**src/vidsmp_regs.svh**
```systemverilog
`ifndef VIDSMP_REGS_SVH
`define VIDSMP_REGS_SVH

// ============================================================
// Register indexes on the plain register port
`define VIDSMP_ADDR_W           4
`define VIDSMP_REG_CTRL         4'h0
`define VIDSMP_REG_VWIN         4'h1
`define VIDSMP_REG_HWIN         4'h2
`define VIDSMP_REG_STATUS       4'h3
`define VIDSMP_REG_STILL        4'h4
`define VIDSMP_REG_GEN_TOT      4'h5
`define VIDSMP_REG_GEN_SYNC     4'h6

// ============================================================
// Control register fields
`define VIDSMP_CTRL_QUAL_SEL    0
`define VIDSMP_CTRL_FIELD_SRC   1
`define VIDSMP_CTRL_TOP_SEL     2
`define VIDSMP_CTRL_VEDGE       3
`define VIDSMP_CTRL_HEDGE       4
`define VIDSMP_CTRL_SYNC_INT    5
`define VIDSMP_CTRL_MODE_LSB    8
`define VIDSMP_CTRL_MODE_MSB    10
`define VIDSMP_CTRL_RESET       32'h0000_0005

// ============================================================
// Two-field registers: low field in [9:0], high field in [25:16]
`define VIDSMP_LO_LSB           0
`define VIDSMP_LO_MSB           9
`define VIDSMP_HI_LSB           16
`define VIDSMP_HI_MSB           25

// ============================================================
// Status register fields
`define VIDSMP_STAT_FIELD_TOP   0
`define VIDSMP_STAT_IN_WINDOW   1
`define VIDSMP_STAT_STILL_PEND  2
`define VIDSMP_STAT_STILL_AVAIL 3
`define VIDSMP_STAT_PIX_LSB     4
`define VIDSMP_STAT_PIX_MSB     13

// ============================================================
// Counter range and generator defaults
`define VIDSMP_CNT_MAX          10'h3ff
`define VIDSMP_HSYNC_WIDTH      10'h040
`define VIDSMP_LINE_TOT_RESET   10'h35a
`define VIDSMP_FRAME_TOT_RESET  10'h20d
`define VIDSMP_HS_START_RESET   10'h000
`define VIDSMP_VS_SIZE_RESET    10'h003

`endif

```
**src/vidsmp_pkg.sv**
```systemverilog
`default_nettype none

package vidsmp_pkg;

	// ========================================================
	// Operating modes
	typedef enum logic [2:0] {
		MODE_IDLE,
		MODE_MOTION_COMP,
		MODE_MOTION_DECOMP,
		MODE_MPEG,
		MODE_STILL_COMP,
		MODE_STILL_DECOMP
	} vidsmp_mode_e;

	// ========================================================
	// Pixel word of the extended bus
	typedef struct packed {
		logic [7:0] ext;
		logic [7:0] chroma;
		logic [7:0] luma;
	} vidsmp_pix_s;

	// ========================================================
	// Pin levels as they pass the input synchroniser
	typedef struct packed {
		logic        pclk;
		logic        qual;
		logic        hsync;
		logic        vsync;
		logic        field_in;
		vidsmp_pix_s pix;
	} vidsmp_pins_s;

	// ========================================================
	// Host configuration
	typedef struct packed {
		logic         qual_sel;
		logic         field_src;
		logic         top_sel;
		logic         vedge;
		logic         hedge;
		logic         sync_int;
		vidsmp_mode_e mode;
		logic [9:0]   first_line;
		logic [9:0]   last_line;
		logic [9:0]   first_pix;
		logic [9:0]   last_pix;
		logic [9:0]   line_tot;
		logic [9:0]   frame_tot;
		logic [9:0]   hs_start;
		logic [9:0]   vs_size;
	} vidsmp_cfg_s;

	// ========================================================
	// Whole state of the sampler
	typedef struct packed {
		vidsmp_pins_s p1;
		vidsmp_pins_s p2;
		vidsmp_pins_s p3;
		logic         pclk_lvl;
		vidsmp_cfg_s  cfg;
		logic         hs_prev;
		logic         vs_prev;
		logic [9:0]   pix_cnt;
		logic [9:0]   line_cnt;
		logic         field_top;
		logic         in_win;
		vidsmp_pix_s  out_pix;
		logic         out_valid;
		vidsmp_pix_s  still_out;
		logic         still_pend;
		vidsmp_pix_s  still_in;
		logic         still_avail;
		vidsmp_pix_s  bus_out;
		logic         bus_oe;
		logic [9:0]   gen_h;
		logic [9:0]   gen_v;
		logic         gen_hs;
		logic         gen_vs;
		logic         sync_oe;
		logic [31:0]  rdata;
	} vidsmp_state_s;

endpackage : vidsmp_pkg

`default_nettype wire

```
**src/vidsmp_video_input_sampler.sv**
```systemverilog
// What this block does
// - Accepts a 4:2:2 bus: 8-bit luma and 8-bit multiplexed chroma.
// - Captures pixels and syncs on alternate rising doubled-clock edges only.
// - The edge qualifier level picks the valid edge of each pair.
// - Host sets which qualifier level marks a valid edge.
// - Select 1 samples where qualifier is high, 0 where it is low.
// - Capture advances on rising edges of the doubled pixel clock; the sync generator steps on falling edges.
// - A field identity signal is produced for downstream units.
// - With an external indicator, field identity comes from that pin.
// - A host bit sets which indicator level means the top field.
// - Without indicator, field is inferred from hsync level at vsync.
// - Top select 1 means high is top, 0 low is top; resets to 1.
// - Line and pixel counters reach 1023 each.
// - Pixels and lines outside the host window are discarded.
// - First line is first_line_count hsyncs after active vsync edge.
// - Last line is last_line_count hsyncs after active vsync edge.
// - First pixel is first_pixel_count clocks after active hsync edge.
// - Last pixel follows last_pixel_count; edge select 1 means falling.
// - Syncs come from the source or are generated and driven here.
// - Motion and MPEG modes route sampled video to the input path.
// - Motion decompression works with either sync source.
// - Still modes drive the syncs toward the codec; only still compression drives the 24-bit bus.
// - Still pixels move through a host register, not the sampler.
//
// The strobed register port and the placing of the registers were left to the implementer.
`default_nettype none

`include "vidsmp_regs.svh"

module vidsmp_video_input_sampler
	import vidsmp_pkg::*;
(
	// Clock and reset
	input  wire logic                       i_clk,
	input  wire logic                       i_reset,
	// Register port
	input  wire logic [`VIDSMP_ADDR_W-1:0]  i_addr,
	input  wire logic [31:0]                i_wdata,
	input  wire logic                       i_wr,
	input  wire logic                       i_rd,
	output var  logic [31:0]                o_rdata,
	// Video pins
	input  wire logic                       i_double_rate_pixel_clock,
	input  wire logic                       i_edge_qualifier,
	input  wire logic [7:0]                 i_luma_bus,
	input  wire logic [7:0]                 i_chroma_bus,
	input  wire logic [7:0]                 i_ext_bus,
	input  wire logic                       i_field_indicator_in,
	// Two-way sync pins
	input  wire logic                       i_hsync,
	output var  logic                       o_hsync,
	output var  logic                       o_hsync_oe,
	input  wire logic                       i_vsync,
	output var  logic                       o_vsync,
	output var  logic                       o_vsync_oe,
	// Two-way 24-bit video bus, driven in still compression
	output var  vidsmp_pix_s                o_video_bus,
	output var  logic                       o_video_bus_oe,
	// Toward the input processing path
	output var  vidsmp_pix_s                o_pixel,
	output var  logic                       o_pixel_valid,
	output var  logic                       o_field_top
);

	// ========================================================
	// State
	vidsmp_state_s s;
	vidsmp_state_s next_s;

	vidsmp_pins_s pins_now;
	logic         pclk_stable;
	logic         rise;
	logic         fall;
	logic         qual_ok;
	logic         take;
	logic         gen_step;
	logic         hs_in;
	logic         vs_in;
	logic         hs_act;
	logic         vs_act;
	logic [9:0]   next_pix;
	logic [9:0]   next_line;
	logic         win;
	logic         motion_mode;
	logic         still_mode;
	logic         hs_level;
	logic         vs_level;

	assign pins_now.pclk     = i_double_rate_pixel_clock;
	assign pins_now.qual     = i_edge_qualifier;
	assign pins_now.hsync    = i_hsync;
	assign pins_now.vsync    = i_vsync;
	assign pins_now.field_in = i_field_indicator_in;
	assign pins_now.pix      = '{ext: i_ext_bus, chroma: i_chroma_bus,
		luma: i_luma_bus};

	// ========================================================
	// Next state
	always_comb begin
		next_s = s;
		next_s.out_valid = 1'b0;
		hs_level = 1'b0;
		vs_level = 1'b0;

		// Three-stage synchroniser for every pin
		next_s.p1 = pins_now;
		next_s.p2 = s.p1;
		next_s.p3 = s.p2;

		// Doubled clock level only counts once stages two and three agree
		pclk_stable = (s.p2.pclk == s.p3.pclk);
		if (pclk_stable) begin
			next_s.pclk_lvl = s.p3.pclk;
		end
		rise = pclk_stable && s.p3.pclk && !s.pclk_lvl;
		fall = pclk_stable && !s.p3.pclk && s.pclk_lvl;
		qual_ok = (s.p3.qual == s.cfg.qual_sel);
		take = rise && qual_ok;
		gen_step = fall && qual_ok;

		motion_mode = (s.cfg.mode == MODE_MOTION_COMP) ||
			(s.cfg.mode == MODE_MOTION_DECOMP) ||
			(s.cfg.mode == MODE_MPEG);
		still_mode = (s.cfg.mode == MODE_STILL_COMP) ||
			(s.cfg.mode == MODE_STILL_DECOMP);

		// Sync source: own generator or the pins
		hs_in = s.sync_oe ? s.gen_hs : s.p3.hsync;
		vs_in = s.sync_oe ? s.gen_vs : s.p3.vsync;
		hs_act = s.cfg.hedge ? (s.hs_prev && !hs_in) :
			(!s.hs_prev && hs_in);
		vs_act = s.cfg.vedge ? (s.vs_prev && !vs_in) :
			(!s.vs_prev && vs_in);

		// Position counters, saturating at the top of their range
		next_pix = s.pix_cnt;
		next_line = s.line_cnt;
		if (hs_act) begin
			next_pix = 10'h000;
		end else if (s.pix_cnt != `VIDSMP_CNT_MAX) begin
			next_pix = s.pix_cnt + 10'h001;
		end
		if (vs_act) begin
			next_line = 10'h000;
		end else if (hs_act && (s.line_cnt != `VIDSMP_CNT_MAX)) begin
			next_line = s.line_cnt + 10'h001;
		end

		// Crop window on the counts reached at this edge
		win = (next_line >= s.cfg.first_line) &&
			(next_line <= s.cfg.last_line) &&
			(next_pix >= s.cfg.first_pix) &&
			(next_pix <= s.cfg.last_pix);

		if (take) begin
			next_s.hs_prev = hs_in;
			next_s.vs_prev = vs_in;
			next_s.pix_cnt = next_pix;
			next_s.line_cnt = next_line;
			next_s.in_win = win;

			// Field identity
			if (s.cfg.field_src) begin
				next_s.field_top = (s.p3.field_in == s.cfg.top_sel);
			end else if (vs_act) begin
				next_s.field_top = (hs_in == s.cfg.top_sel);
			end

			// Sampled pixels reach the input path only inside the window
			if (win && motion_mode) begin
				next_s.out_pix.luma = s.p3.pix.luma;
				next_s.out_pix.chroma = s.p3.pix.chroma;
				next_s.out_pix.ext = 8'h00;
				next_s.out_valid = 1'b1;
			end

			// Still decompression: codec pixel is caught for the host
			if (win && (s.cfg.mode == MODE_STILL_DECOMP)) begin
				next_s.still_in = s.p3.pix;
				next_s.still_avail = 1'b1;
			end

			// Still compression: host pixel is put on the bus
			if (win && (s.cfg.mode == MODE_STILL_COMP) && s.still_pend) begin
				next_s.bus_out = s.still_out;
				next_s.still_pend = 1'b0;
			end
		end

		// Sync generator steps on the qualified falling edges
		if (gen_step) begin
			if (s.gen_h >= s.cfg.line_tot - 10'h001) begin
				next_s.gen_h = 10'h000;
				if (s.gen_v >= s.cfg.frame_tot - 10'h001) begin
					next_s.gen_v = 10'h000;
				end else begin
					next_s.gen_v = s.gen_v + 10'h001;
				end
			end else begin
				next_s.gen_h = s.gen_h + 10'h001;
			end
			hs_level = (s.gen_h >= s.cfg.hs_start) &&
				(s.gen_h < s.cfg.hs_start + `VIDSMP_HSYNC_WIDTH);
			vs_level = (s.gen_v < s.cfg.vs_size);
			// Asserted level is low when the falling edge is the active one
			next_s.gen_hs = hs_level ^ s.cfg.hedge;
			next_s.gen_vs = vs_level ^ s.cfg.vedge;
		end

		next_s.sync_oe = s.cfg.sync_int || still_mode;
		next_s.bus_oe = (s.cfg.mode == MODE_STILL_COMP);

		// Register reads: data stand in the following cycle only
		next_s.rdata = 32'h0000_0000;
		if (i_rd) begin
			case (i_addr)
				`VIDSMP_REG_CTRL: begin
					next_s.rdata[`VIDSMP_CTRL_QUAL_SEL] = s.cfg.qual_sel;
					next_s.rdata[`VIDSMP_CTRL_FIELD_SRC] = s.cfg.field_src;
					next_s.rdata[`VIDSMP_CTRL_TOP_SEL] = s.cfg.top_sel;
					next_s.rdata[`VIDSMP_CTRL_VEDGE] = s.cfg.vedge;
					next_s.rdata[`VIDSMP_CTRL_HEDGE] = s.cfg.hedge;
					next_s.rdata[`VIDSMP_CTRL_SYNC_INT] = s.cfg.sync_int;
					next_s.rdata[`VIDSMP_CTRL_MODE_MSB:`VIDSMP_CTRL_MODE_LSB] =
						s.cfg.mode;
				end
				`VIDSMP_REG_VWIN: begin
					next_s.rdata[`VIDSMP_LO_MSB:`VIDSMP_LO_LSB] =
						s.cfg.first_line;
					next_s.rdata[`VIDSMP_HI_MSB:`VIDSMP_HI_LSB] =
						s.cfg.last_line;
				end
				`VIDSMP_REG_HWIN: begin
					next_s.rdata[`VIDSMP_LO_MSB:`VIDSMP_LO_LSB] =
						s.cfg.first_pix;
					next_s.rdata[`VIDSMP_HI_MSB:`VIDSMP_HI_LSB] =
						s.cfg.last_pix;
				end
				`VIDSMP_REG_STATUS: begin
					next_s.rdata[`VIDSMP_STAT_FIELD_TOP] = s.field_top;
					next_s.rdata[`VIDSMP_STAT_IN_WINDOW] = s.in_win;
					next_s.rdata[`VIDSMP_STAT_STILL_PEND] = s.still_pend;
					next_s.rdata[`VIDSMP_STAT_STILL_AVAIL] = s.still_avail;
					next_s.rdata[`VIDSMP_STAT_PIX_MSB:`VIDSMP_STAT_PIX_LSB] =
						s.pix_cnt;
					next_s.rdata[`VIDSMP_HI_MSB:`VIDSMP_HI_LSB] = s.line_cnt;
				end
				`VIDSMP_REG_STILL: begin
					next_s.rdata[23:0] = s.still_in;
					// Capture in this same cycle keeps the flag set
					if (!(take && win &&
						(s.cfg.mode == MODE_STILL_DECOMP))) begin
						next_s.still_avail = 1'b0;
					end
				end
				`VIDSMP_REG_GEN_TOT: begin
					next_s.rdata[`VIDSMP_LO_MSB:`VIDSMP_LO_LSB] = s.cfg.line_tot;
					next_s.rdata[`VIDSMP_HI_MSB:`VIDSMP_HI_LSB] =
						s.cfg.frame_tot;
				end
				`VIDSMP_REG_GEN_SYNC: begin
					next_s.rdata[`VIDSMP_LO_MSB:`VIDSMP_LO_LSB] = s.cfg.hs_start;
					next_s.rdata[`VIDSMP_HI_MSB:`VIDSMP_HI_LSB] = s.cfg.vs_size;
				end
				default: begin
					next_s.rdata = 32'h0000_0000;
				end
			endcase
		end

		// Register writes
		if (i_wr) begin
			case (i_addr)
				`VIDSMP_REG_CTRL: begin
					next_s.cfg.qual_sel = i_wdata[`VIDSMP_CTRL_QUAL_SEL];
					next_s.cfg.field_src = i_wdata[`VIDSMP_CTRL_FIELD_SRC];
					next_s.cfg.top_sel = i_wdata[`VIDSMP_CTRL_TOP_SEL];
					next_s.cfg.vedge = i_wdata[`VIDSMP_CTRL_VEDGE];
					next_s.cfg.hedge = i_wdata[`VIDSMP_CTRL_HEDGE];
					next_s.cfg.sync_int = i_wdata[`VIDSMP_CTRL_SYNC_INT];
					next_s.cfg.mode = vidsmp_mode_e'(
						i_wdata[`VIDSMP_CTRL_MODE_MSB:`VIDSMP_CTRL_MODE_LSB]);
				end
				`VIDSMP_REG_VWIN: begin
					next_s.cfg.first_line =
						i_wdata[`VIDSMP_LO_MSB:`VIDSMP_LO_LSB];
					next_s.cfg.last_line =
						i_wdata[`VIDSMP_HI_MSB:`VIDSMP_HI_LSB];
				end
				`VIDSMP_REG_HWIN: begin
					next_s.cfg.first_pix =
						i_wdata[`VIDSMP_LO_MSB:`VIDSMP_LO_LSB];
					next_s.cfg.last_pix =
						i_wdata[`VIDSMP_HI_MSB:`VIDSMP_HI_LSB];
				end
				`VIDSMP_REG_STILL: begin
					next_s.still_out = i_wdata[23:0];
					next_s.still_pend = 1'b1;
				end
				`VIDSMP_REG_GEN_TOT: begin
					next_s.cfg.line_tot = i_wdata[`VIDSMP_LO_MSB:`VIDSMP_LO_LSB];
					next_s.cfg.frame_tot =
						i_wdata[`VIDSMP_HI_MSB:`VIDSMP_HI_LSB];
				end
				`VIDSMP_REG_GEN_SYNC: begin
					next_s.cfg.hs_start = i_wdata[`VIDSMP_LO_MSB:`VIDSMP_LO_LSB];
					next_s.cfg.vs_size = i_wdata[`VIDSMP_HI_MSB:`VIDSMP_HI_LSB];
				end
				default: begin
				end
			endcase
		end
	end

	// ========================================================
	// Registers
	always_ff @(posedge i_clk) begin
		if (i_reset) begin
			s <= '0;
			s.cfg.qual_sel <= 1'(`VIDSMP_CTRL_RESET >> `VIDSMP_CTRL_QUAL_SEL);
			// Pin clock idles high: start level matches so no false edge
			s.pclk_lvl <= 1'b1;
			s.p1.pclk <= 1'b1;
			s.p2.pclk <= 1'b1;
			s.p3.pclk <= 1'b1;
			s.cfg.top_sel <= 1'b1;
			s.cfg.mode <= MODE_IDLE;
			s.cfg.last_line <= `VIDSMP_CNT_MAX;
			s.cfg.last_pix <= `VIDSMP_CNT_MAX;
			s.cfg.line_tot <= `VIDSMP_LINE_TOT_RESET;
			s.cfg.frame_tot <= `VIDSMP_FRAME_TOT_RESET;
			s.cfg.hs_start <= `VIDSMP_HS_START_RESET;
			s.cfg.vs_size <= `VIDSMP_VS_SIZE_RESET;
		end else begin
			s <= next_s;
		end
	end

	// ========================================================
	// Outputs
	assign o_rdata        = s.rdata;
	assign o_hsync        = s.gen_hs;
	assign o_hsync_oe     = s.sync_oe;
	assign o_vsync        = s.gen_vs;
	assign o_vsync_oe     = s.sync_oe;
	assign o_video_bus    = s.bus_out;
	assign o_video_bus_oe = s.bus_oe;
	assign o_pixel        = s.out_pix;
	assign o_pixel_valid  = s.out_valid;
	assign o_field_top    = s.field_top;

endmodule : vidsmp_video_input_sampler

`default_nettype wire
```
**config.mk**
```make
export PLATFORM = sky130hd
export DESIGN_NAME = vidsmp_video_input_sampler
export DESIGN_NICKNAME = d
export VERILOG_FILES = /design/src/vidsmp_pkg.sv /design/src/vidsmp_video_input_sampler.sv
export VERILOG_INCLUDE_DIRS = /design/src
export SDC_FILE = /design/constraint.sdc
export NUM_CORES = 1
export LEC_CHECK = 0
export ABC_CLOCK_PERIOD_IN_PS = 3640
export CAP_MARGIN = 30
export CORE_ASPECT_RATIO = 1.1
export CORE_MARGIN = 2
export CORE_UTILIZATION = 50
export DETAILED_ROUTE_END_ITERATION = 8
export DONT_BUFFER_PORTS = 1
export PLACE_DENSITY = 0.72
export SLEW_MARGIN = 15
export SYNTH_ARGS = -nofsm -noshare
export SYNTH_HDL_FRONTEND = slang
export SYNTH_SLANG_ARGS = --single-unit
```
**constraint.sdc**
```tcl
create_clock -name i_clk -period 3.64 [get_ports i_clk]
set_input_delay 0.91 -clock i_clk [delete_from_list [all_inputs] [get_ports i_clk]]
set_output_delay 0.91 -clock i_clk [all_outputs]
set_load 0.01 [all_outputs]
```
Word level (Yosys, flattened, before mapping)

Index checks and enable logic that the tools add are counted.

Add/sub/neg operators: 7
Magnitude comparators: 9
Equality and inequality tests: 17
Muxes and demuxes: 29
Bitwise gates (word level): 5
Reduce and logical (&&, ||, !) cells: 47

Operator list:

| operator                                                              | count |
|---|---|
| 10-bit 2-to-1 mux                                                     | 6 |
| 10-bit greater-or-equal comparator                                    | 5 |
| 50-bit 2-to-1 mux                                                     | 1 |
| 8-bit case mux with 6 select lines                                    | 1 |
| 6-bit case mux with 7 select lines                                    | 1 |
| 10-bit by 1-bit adder with 10-bit output, second input constant       | 4 |
| 25-bit 2-to-1 mux                                                     | 1 |
| 24-bit 2-to-1 mux                                                     | 1 |
| 2-bit AND reduction                                                   | 11 |
| 1-bit logical AND                                                     | 21 |
| 10-bit less-or-equal comparator                                       | 2 |
| 10-bit less-than comparator                                           | 2 |
| 10-bit inequality test, second input constant                         | 2 |
| 10-bit by 1-bit subtractor with 10-bit output, second input constant  | 2 |
| 2-bit case mux with 7 select lines                                    | 1 |
| 1-bit 2-to-1 mux                                                      | 13 |
| 4-bit by 3-bit equality test with 1-bit output, second input constant | 3 |
| 2-bit case mux with 6 select lines                                    | 1 |
| 10-bit by 7-bit adder with 10-bit output, second input constant       | 1 |
| 2-bit case mux with 5 select lines                                    | 1 |
| 4-bit by 2-bit equality test with 1-bit output, second input constant | 2 |
| 3-bit by 2-bit equality test with 1-bit output, second input constant | 2 |
| 3-bit equality test, second input constant                            | 2 |
| 1-bit logical NOT                                                     | 6 |
| 12 further kinds                                                      | 22 |

Flip-flop bits (word level): 348
Logic and storage cells: 183

Depth between registers and ports, before layout

Depth after elaboration: 18
Depth in mapped cells: 18
Mapped depth without buffers: 14

Worst setup path after synthesis

OpenSTA, ideal clock, no wires.

Path kind: reg-to-reg
From: register s, in the netlist o_hsync_oe
To: register s, in the netlist o_pixel[10]
Setup time: 72 ps
Data arrival time: 3,619 ps
Required time: 3,568 ps
Slack: -50 ps
Cell stages (with the launch flop): 18
Period minus slack after synthesis: 3,690 ps
Cell sequence: dfxtp_1 > mux2_2 > mux2i_1 > buf_2 > o211a_1 > and4_1 > xnor2_1 > nor2_1 > ha_1 > a21oi_1 > o21ai_0 > a2111oi_0 > a311oi_1 > nor4_4 > nor3b_2 > buf_6 > buf_12 > mux2i_1

Cells in the longest elaborated chain, start to end: 13
Elaborated cells between the ends (all ways): 23

Ends and longest elaborated chain:

| item                                                                                  | RTL line                                                             | RTL |
|---|---|---|
| start: declaration                                                                    | vidsmp_video_input_sampler.sv:67                                     | `vidsmp_state_s s;` |
| start signal: assignment                                                              | vidsmp_video_input_sampler.sv:335                                    | `s <= next_s;` |
| 1-bit 2-to-1 mux                                                                      | vidsmp_video_input_sampler.sv:128                                    | `hs_in = s.sync_oe ? s.gen_hs : s.p3.hsync;` |
| 1-bit logical NOT                                                                     | vidsmp_video_input_sampler.sv:130                                    | `hs_act = s.cfg.hedge ? (s.hs_prev && !hs_in) :` |
| 1-bit logical AND                                                                     | vidsmp_video_input_sampler.sv:130                                    |  |
| 1-bit 2-to-1 mux                                                                      | vidsmp_video_input_sampler.sv:130                                    |  |
| 1-bit logical AND                                                                     | vidsmp_video_input_sampler.sv:145                                    | `` end else if (hs_act && (s.line_cnt != `VIDSMP_CNT_MAX)) begin `` |
| 10-bit 2-to-1 mux                                                                     | vidsmp_video_input_sampler.sv:145                                    |  |
| 10-bit 2-to-1 mux *                                                                   | vidsmp_video_input_sampler.sv:143                                    | `if (vs_act) begin` |
| via next_line[9]                                                                      | vidsmp_video_input_sampler.sv:82                                     | `logic [9:0] next_line;` |
| 10-bit greater-or-equal comparator or 10-bit less-or-equal comparator (tied branches) | vidsmp_video_input_sampler.sv:150, vidsmp_video_input_sampler.sv:151 |  |
| 1-bit logical AND *                                                                   | vidsmp_video_input_sampler.sv:150                                    | `win = (next_line >= s.cfg.first_line) &&` |
| 1-bit logical AND *                                                                   | vidsmp_video_input_sampler.sv:151                                    | `(next_line <= s.cfg.last_line) &&` |
| 1-bit logical AND *                                                                   | vidsmp_video_input_sampler.sv:152                                    | `(next_pix >= s.cfg.first_pix) &&` |
| 1-bit logical AND *                                                                   | vidsmp_video_input_sampler.sv:170                                    | `if (win && motion_mode) begin` |
| 2-bit AND reduction (no source line) *                                                | -                                                                    |  |

Mark *: on every way through the listed nets, which the timed path passes. The rest lies on a longest branch.
A chain may end at the register's enable or synchronous reset.

Worst setup path in the final report

From: register s, in the netlist o_hsync_oe
To: register s, in the netlist o_video_bus[19]

Cells in the longest elaborated chain, start to end: 14
Elaborated cells between the ends (all ways): 24

Ends and longest elaborated chain:

| item                                                                                  | RTL line                                                             | RTL |
|---|---|---|
| 1-bit 2-to-1 mux                                                                      | vidsmp_video_input_sampler.sv:128                                    |  |
| 1-bit logical NOT                                                                     | vidsmp_video_input_sampler.sv:130                                    |  |
| 1-bit logical AND                                                                     | vidsmp_video_input_sampler.sv:130                                    |  |
| 1-bit 2-to-1 mux                                                                      | vidsmp_video_input_sampler.sv:130                                    |  |
| 1-bit logical AND                                                                     | vidsmp_video_input_sampler.sv:145                                    |  |
| 10-bit 2-to-1 mux                                                                     | vidsmp_video_input_sampler.sv:145                                    |  |
| 10-bit 2-to-1 mux *                                                                   | vidsmp_video_input_sampler.sv:143                                    |  |
| via next_line[8]                                                                      | vidsmp_video_input_sampler.sv:82                                     |  |
| 10-bit greater-or-equal comparator or 10-bit less-or-equal comparator (tied branches) | vidsmp_video_input_sampler.sv:150, vidsmp_video_input_sampler.sv:151 |  |
| 1-bit logical AND *                                                                   | vidsmp_video_input_sampler.sv:150                                    |  |
| 1-bit logical AND *                                                                   | vidsmp_video_input_sampler.sv:151                                    |  |
| 1-bit logical AND *                                                                   | vidsmp_video_input_sampler.sv:152                                    |  |
| 1-bit logical AND * (2 in series)                                                     | vidsmp_video_input_sampler.sv:184                                    | `if (win && (s.cfg.mode == MODE_STILL_COMP) && s.still_pend) begin` |
| 2-bit AND reduction (no source line) *                                                | -                                                                    |  |

Marked as above.

==> summary.txt <==
Worst setup path
  • Worst setup EP type: flip-flop
  • Worst path required time: 4.03 ns
  • Origin of the worst setup path: o_hsync_oe$_SDFF_PP0_
  • Crit path kind: reg2reg
  • WP data arrival: 4.22 ns
  • R2r startpoint: o_hsync_oe$_SDFF_PP0_
  • CP max FO: 12
  • CP endpoint: o_video_bus[19]$_SDFFE_PP0P_
  • Startpoint types: flip-flop
  • R2r setup slk: -0.19 ns
  • R2R cell count: 20
  • Worst flop-to-flop path endpoint: o_video_bus[19]$_SDFFE_PP0P_

Detailed routing
  • Drt drc: 0
  • Via density: 5.61
  • Initial DRC count: 1014
  • Router iterations before antenna repair: 6
  • Routed len/inst: 19.3 um
  • Antenna viol nets, final: 0
  • Total wire length: 43100 um
  • Vias: 12486

Die
  • IO Count: 156
  • Chip height: 190 um
  • Core area: 30700 um2
  • Die width: 173 um
  • Starting density of the core: 51.0%
  • Die area: 32700 um2
  • # rows: 67

Synthesis
  • Seq/Total Area, Yosys: 43.8%
  • Synthesis warning total: 0
  • Synthesized area: 15600 um2
  • Synth Area in XOR/XNOR: 2.85%
  • Synth cell types: 59
  • Synth Area in Compound Gates: 12.5%
  • Synth async-reset ratio: 0%
  • Area leader, netlist: dfxtp_1
  • Yosys reg bits: 342
  • Post-synth EDFFs: 0
  • Top post-synthesis cells by area: dfxtp_1, nand2_1, ha_1
  • Syn avg cell area: 8.70 um2
  • Mux contribution to synthesized area: 5.57%
  • Fraction of the mapped netlist area in adder cells: 7.36%
  • Largest family of logic cells by synthesized area: simple AND/OR/NAND/NOR gates
  • Simple-gate share of the synthesized area: 19.7%
  • Cells after Synth: 1798
  • Yosys top cell area share: 43.8%
  • Commonest register cell after synthesis: dfxtp_1

Cells and area
  • Share of layout cells above drive strength 1: 12.3%
  • Antenna Diode Count: 0
  • Area added between synthesis and finish: 12.6%
  • Commonest non-fill, non-tap cell in the layout: nand2_1
  • Most frequent cells in the layout: nand2_1, dfxtp_1, a21oi_1
  • Nets: 1947

STA
  • Unrepaired setup endpoints after global routing: true
  • Max-slew violation count: 0
  • Final clock skew: 0.0187 ns
  • Final hold vios: 0
  • Tmin final: 3.83 ns
  • Final period util: 105%
  • Max Freq: 0.261 GHz
  • Endpoints failing setup: 66
  • Setup ws final: -0.186 ns
  • Relative slew slack: 37.5%
  • WHS: 0.412 ns
  • Worst-Margin Slew: 0.937 ns

Clock network
  • Clock root buffer: clkbuf_16
  • CTS clk-pin slew, worst paths: 0.06 ns
  • H-tree depth: 2
  • CTS tree: built
  • CTS sink count: 342
  • Clock Latency Late Sink: 0.52 ns
  • Num CTS Buffers: 35
  • Maximum root-to-sink buffer count: 3
  • CTS Hold Bufs: 0

Place
  • Port-buffer cells: 0
  • Worst slack at placement: -0.271 ns
  • DP HPWL: 29500 um
  • Routability cong.: 0.926

Global routing
  • Vias in the first global route: 11822
  • Initial antenna violation count: 0
  • Total GRT Usage: 25.3%
  • Largest net degree at the start of global routing: 196
  • First-pass GRT wire length: 65100 um
  • GRT overflow: 0

Outcome
  • Outcome: finished with violations
  • Failing checks: negative setup slack

Flow run
  • Max_cap viols: 0

Pwr
  • Worst VDD drop: 0.449 mV
  • Power per standard cell area: 438 nW/um2
  • Pwr Total: 7.73 mW
  • P_leak: 7.16 nW

Worst hold path
  • Min-delay worst type: reg2reg
[per-layer routing]
metal	track usage (%)	wire length, um	up-vias	part of all wire [%]
met1	32.2	17800	5920	41
met4	11.2	1950	0	4.5
li1	-	-	5961	-
met3	6.61	3800	108	8.8
met2	40.6	19500	497	45
met5	0	0	-	0
[critical path, cell delays in order (launching register included)]
cell       delay (ns)
dfxtp_4          0.34
mux2_4           0.31
mux2i_2          0.20
buf_4            0.18
and3b_2          0.25
buf_6            0.11
nand3_2          0.11
xor2_2           0.20
nor2_2           0.07
buf_4            0.14
ha_4             0.26
and4_4           0.22
nand2_2          0.04
o211ai_1         0.10
a31oi_2          0.08
nor4_4           0.33
buf_4            0.20
buf_6            0.10
nand3_4          0.10
clkbuf_16        0.22
mux2i_1          0.12
[cell type report]
cell class                      instances  area [um2]
Inverter                               75         284
Fill cell                            2673       13100
Timing Repair Buffer                  112        1010
Multi-Input combinational cell       1220        7780
Tap cell                              414         518
Sequential cell                       342        6850
Clock inverter                          9         115
Clock buffer                           53        1070
[cells in the mapped netlist (all sizes together), types with 2 or more instances]
cell	n
a222oi	2
a2111oi	2
o22ai	2
nor2	76
nor4	7
mux2	8
nand4	16
a31oi	29
inv	75
o21ai	29
and4	3
nand2b	15
and2	13
nand3	30
clkbuf	79
mux2i	78
a21o	10
a211oi	7
nand2	362
o211ai	29
nor3	20
o211a	2
nor3b	5
a21boi	2
o21a	2
nor4b	2
dfxtp	342
a311oi	4
xor2	22
and3	14
buf	95
nor2b	90
or2	3
a211o	4
or3	7
or4	2
a22oi	61
xnor2	28
ha	92
and3b	2
a21oi	117
a22o	2
[power breakdown]
part	switching [mW]	leakage, nW	internal, mW
combinational	0.145	3.80	0.0910
sequential	0.0328	2.77	3.80
clock	1.48	0.578	2.18
total	1.65	7.16	6.07
[per-stage QoR]
step | cell area [um2] | util (%) | cells | setup TNS (ns)
after global placement | 15900 | 51.8 | 2131 | -8.48
final | 17600 | 57.4 | 2225 | -9.01
after floorplan | 15700 | - | 1811 | -0.241
after global routing | 17600 | 57.4 | 2225 | -20.12
after detailed placement | 15900 | 51.8 | 2131 | -12.70
after CTS | 17400 | 56.7 | 2220 | -5.11
[worst min path at each step]
stage                                      start                     end  slack, ns  cells after the start
after global routing      next_s[326]$_SDFF_PP1_  next_s[297]$_SDFF_PP1_       0.42                      1
after detailed placement  next_s[326]$_SDFF_PP1_  next_s[297]$_SDFF_PP1_       0.40                      1
final                     next_s[326]$_SDFF_PP1_  next_s[297]$_SDFF_PP1_       0.41                      1
after floorplan           next_s[326]$_SDFF_PP1_  next_s[297]$_SDFF_PP1_       0.39                      1
after global placement    next_s[326]$_SDFF_PP1_  next_s[297]$_SDFF_PP1_       0.40                      1
after CTS                 next_s[326]$_SDFF_PP1_  next_s[297]$_SDFF_PP1_       0.42                      1
[timing repair]
item / in CTS / in global routing
setup buffers: 25 / 7
gates cloned: 3 / 3
resized for setup: 17 / 33
endpoints found under the setup margin: 66 / 68
pin swaps: 5 / 18
[logic make-up (layout without fill, tap and decap cells)]
logic type | Yosys count | in the layout
simple gates | 669 | 669
flops | 342 | 342
compound gates | 309 | 309
buf+inv | 249 | 249
fa+ha+maj | 92 | 92
mux | 86 | 86
xor+xnor | 50 | 50
other cells | 1 | 14
[registers in the layout, summed over array words and instances, names as in the netlist]
| register | count |
|---|---|
| o_hsync | 1 |
| o_video_bus_oe | 1 |
| o_pixel_valid | 1 |
| next_s | 58 |
| o_rdata | 26 |
| o_hsync_oe | 1 |
| o_vsync | 1 |
| s | 212 |
| o_field_top | 1 |
| o_pixel | 16 |
| o_video_bus | 24 |
(Power assumes the default switching activity.)
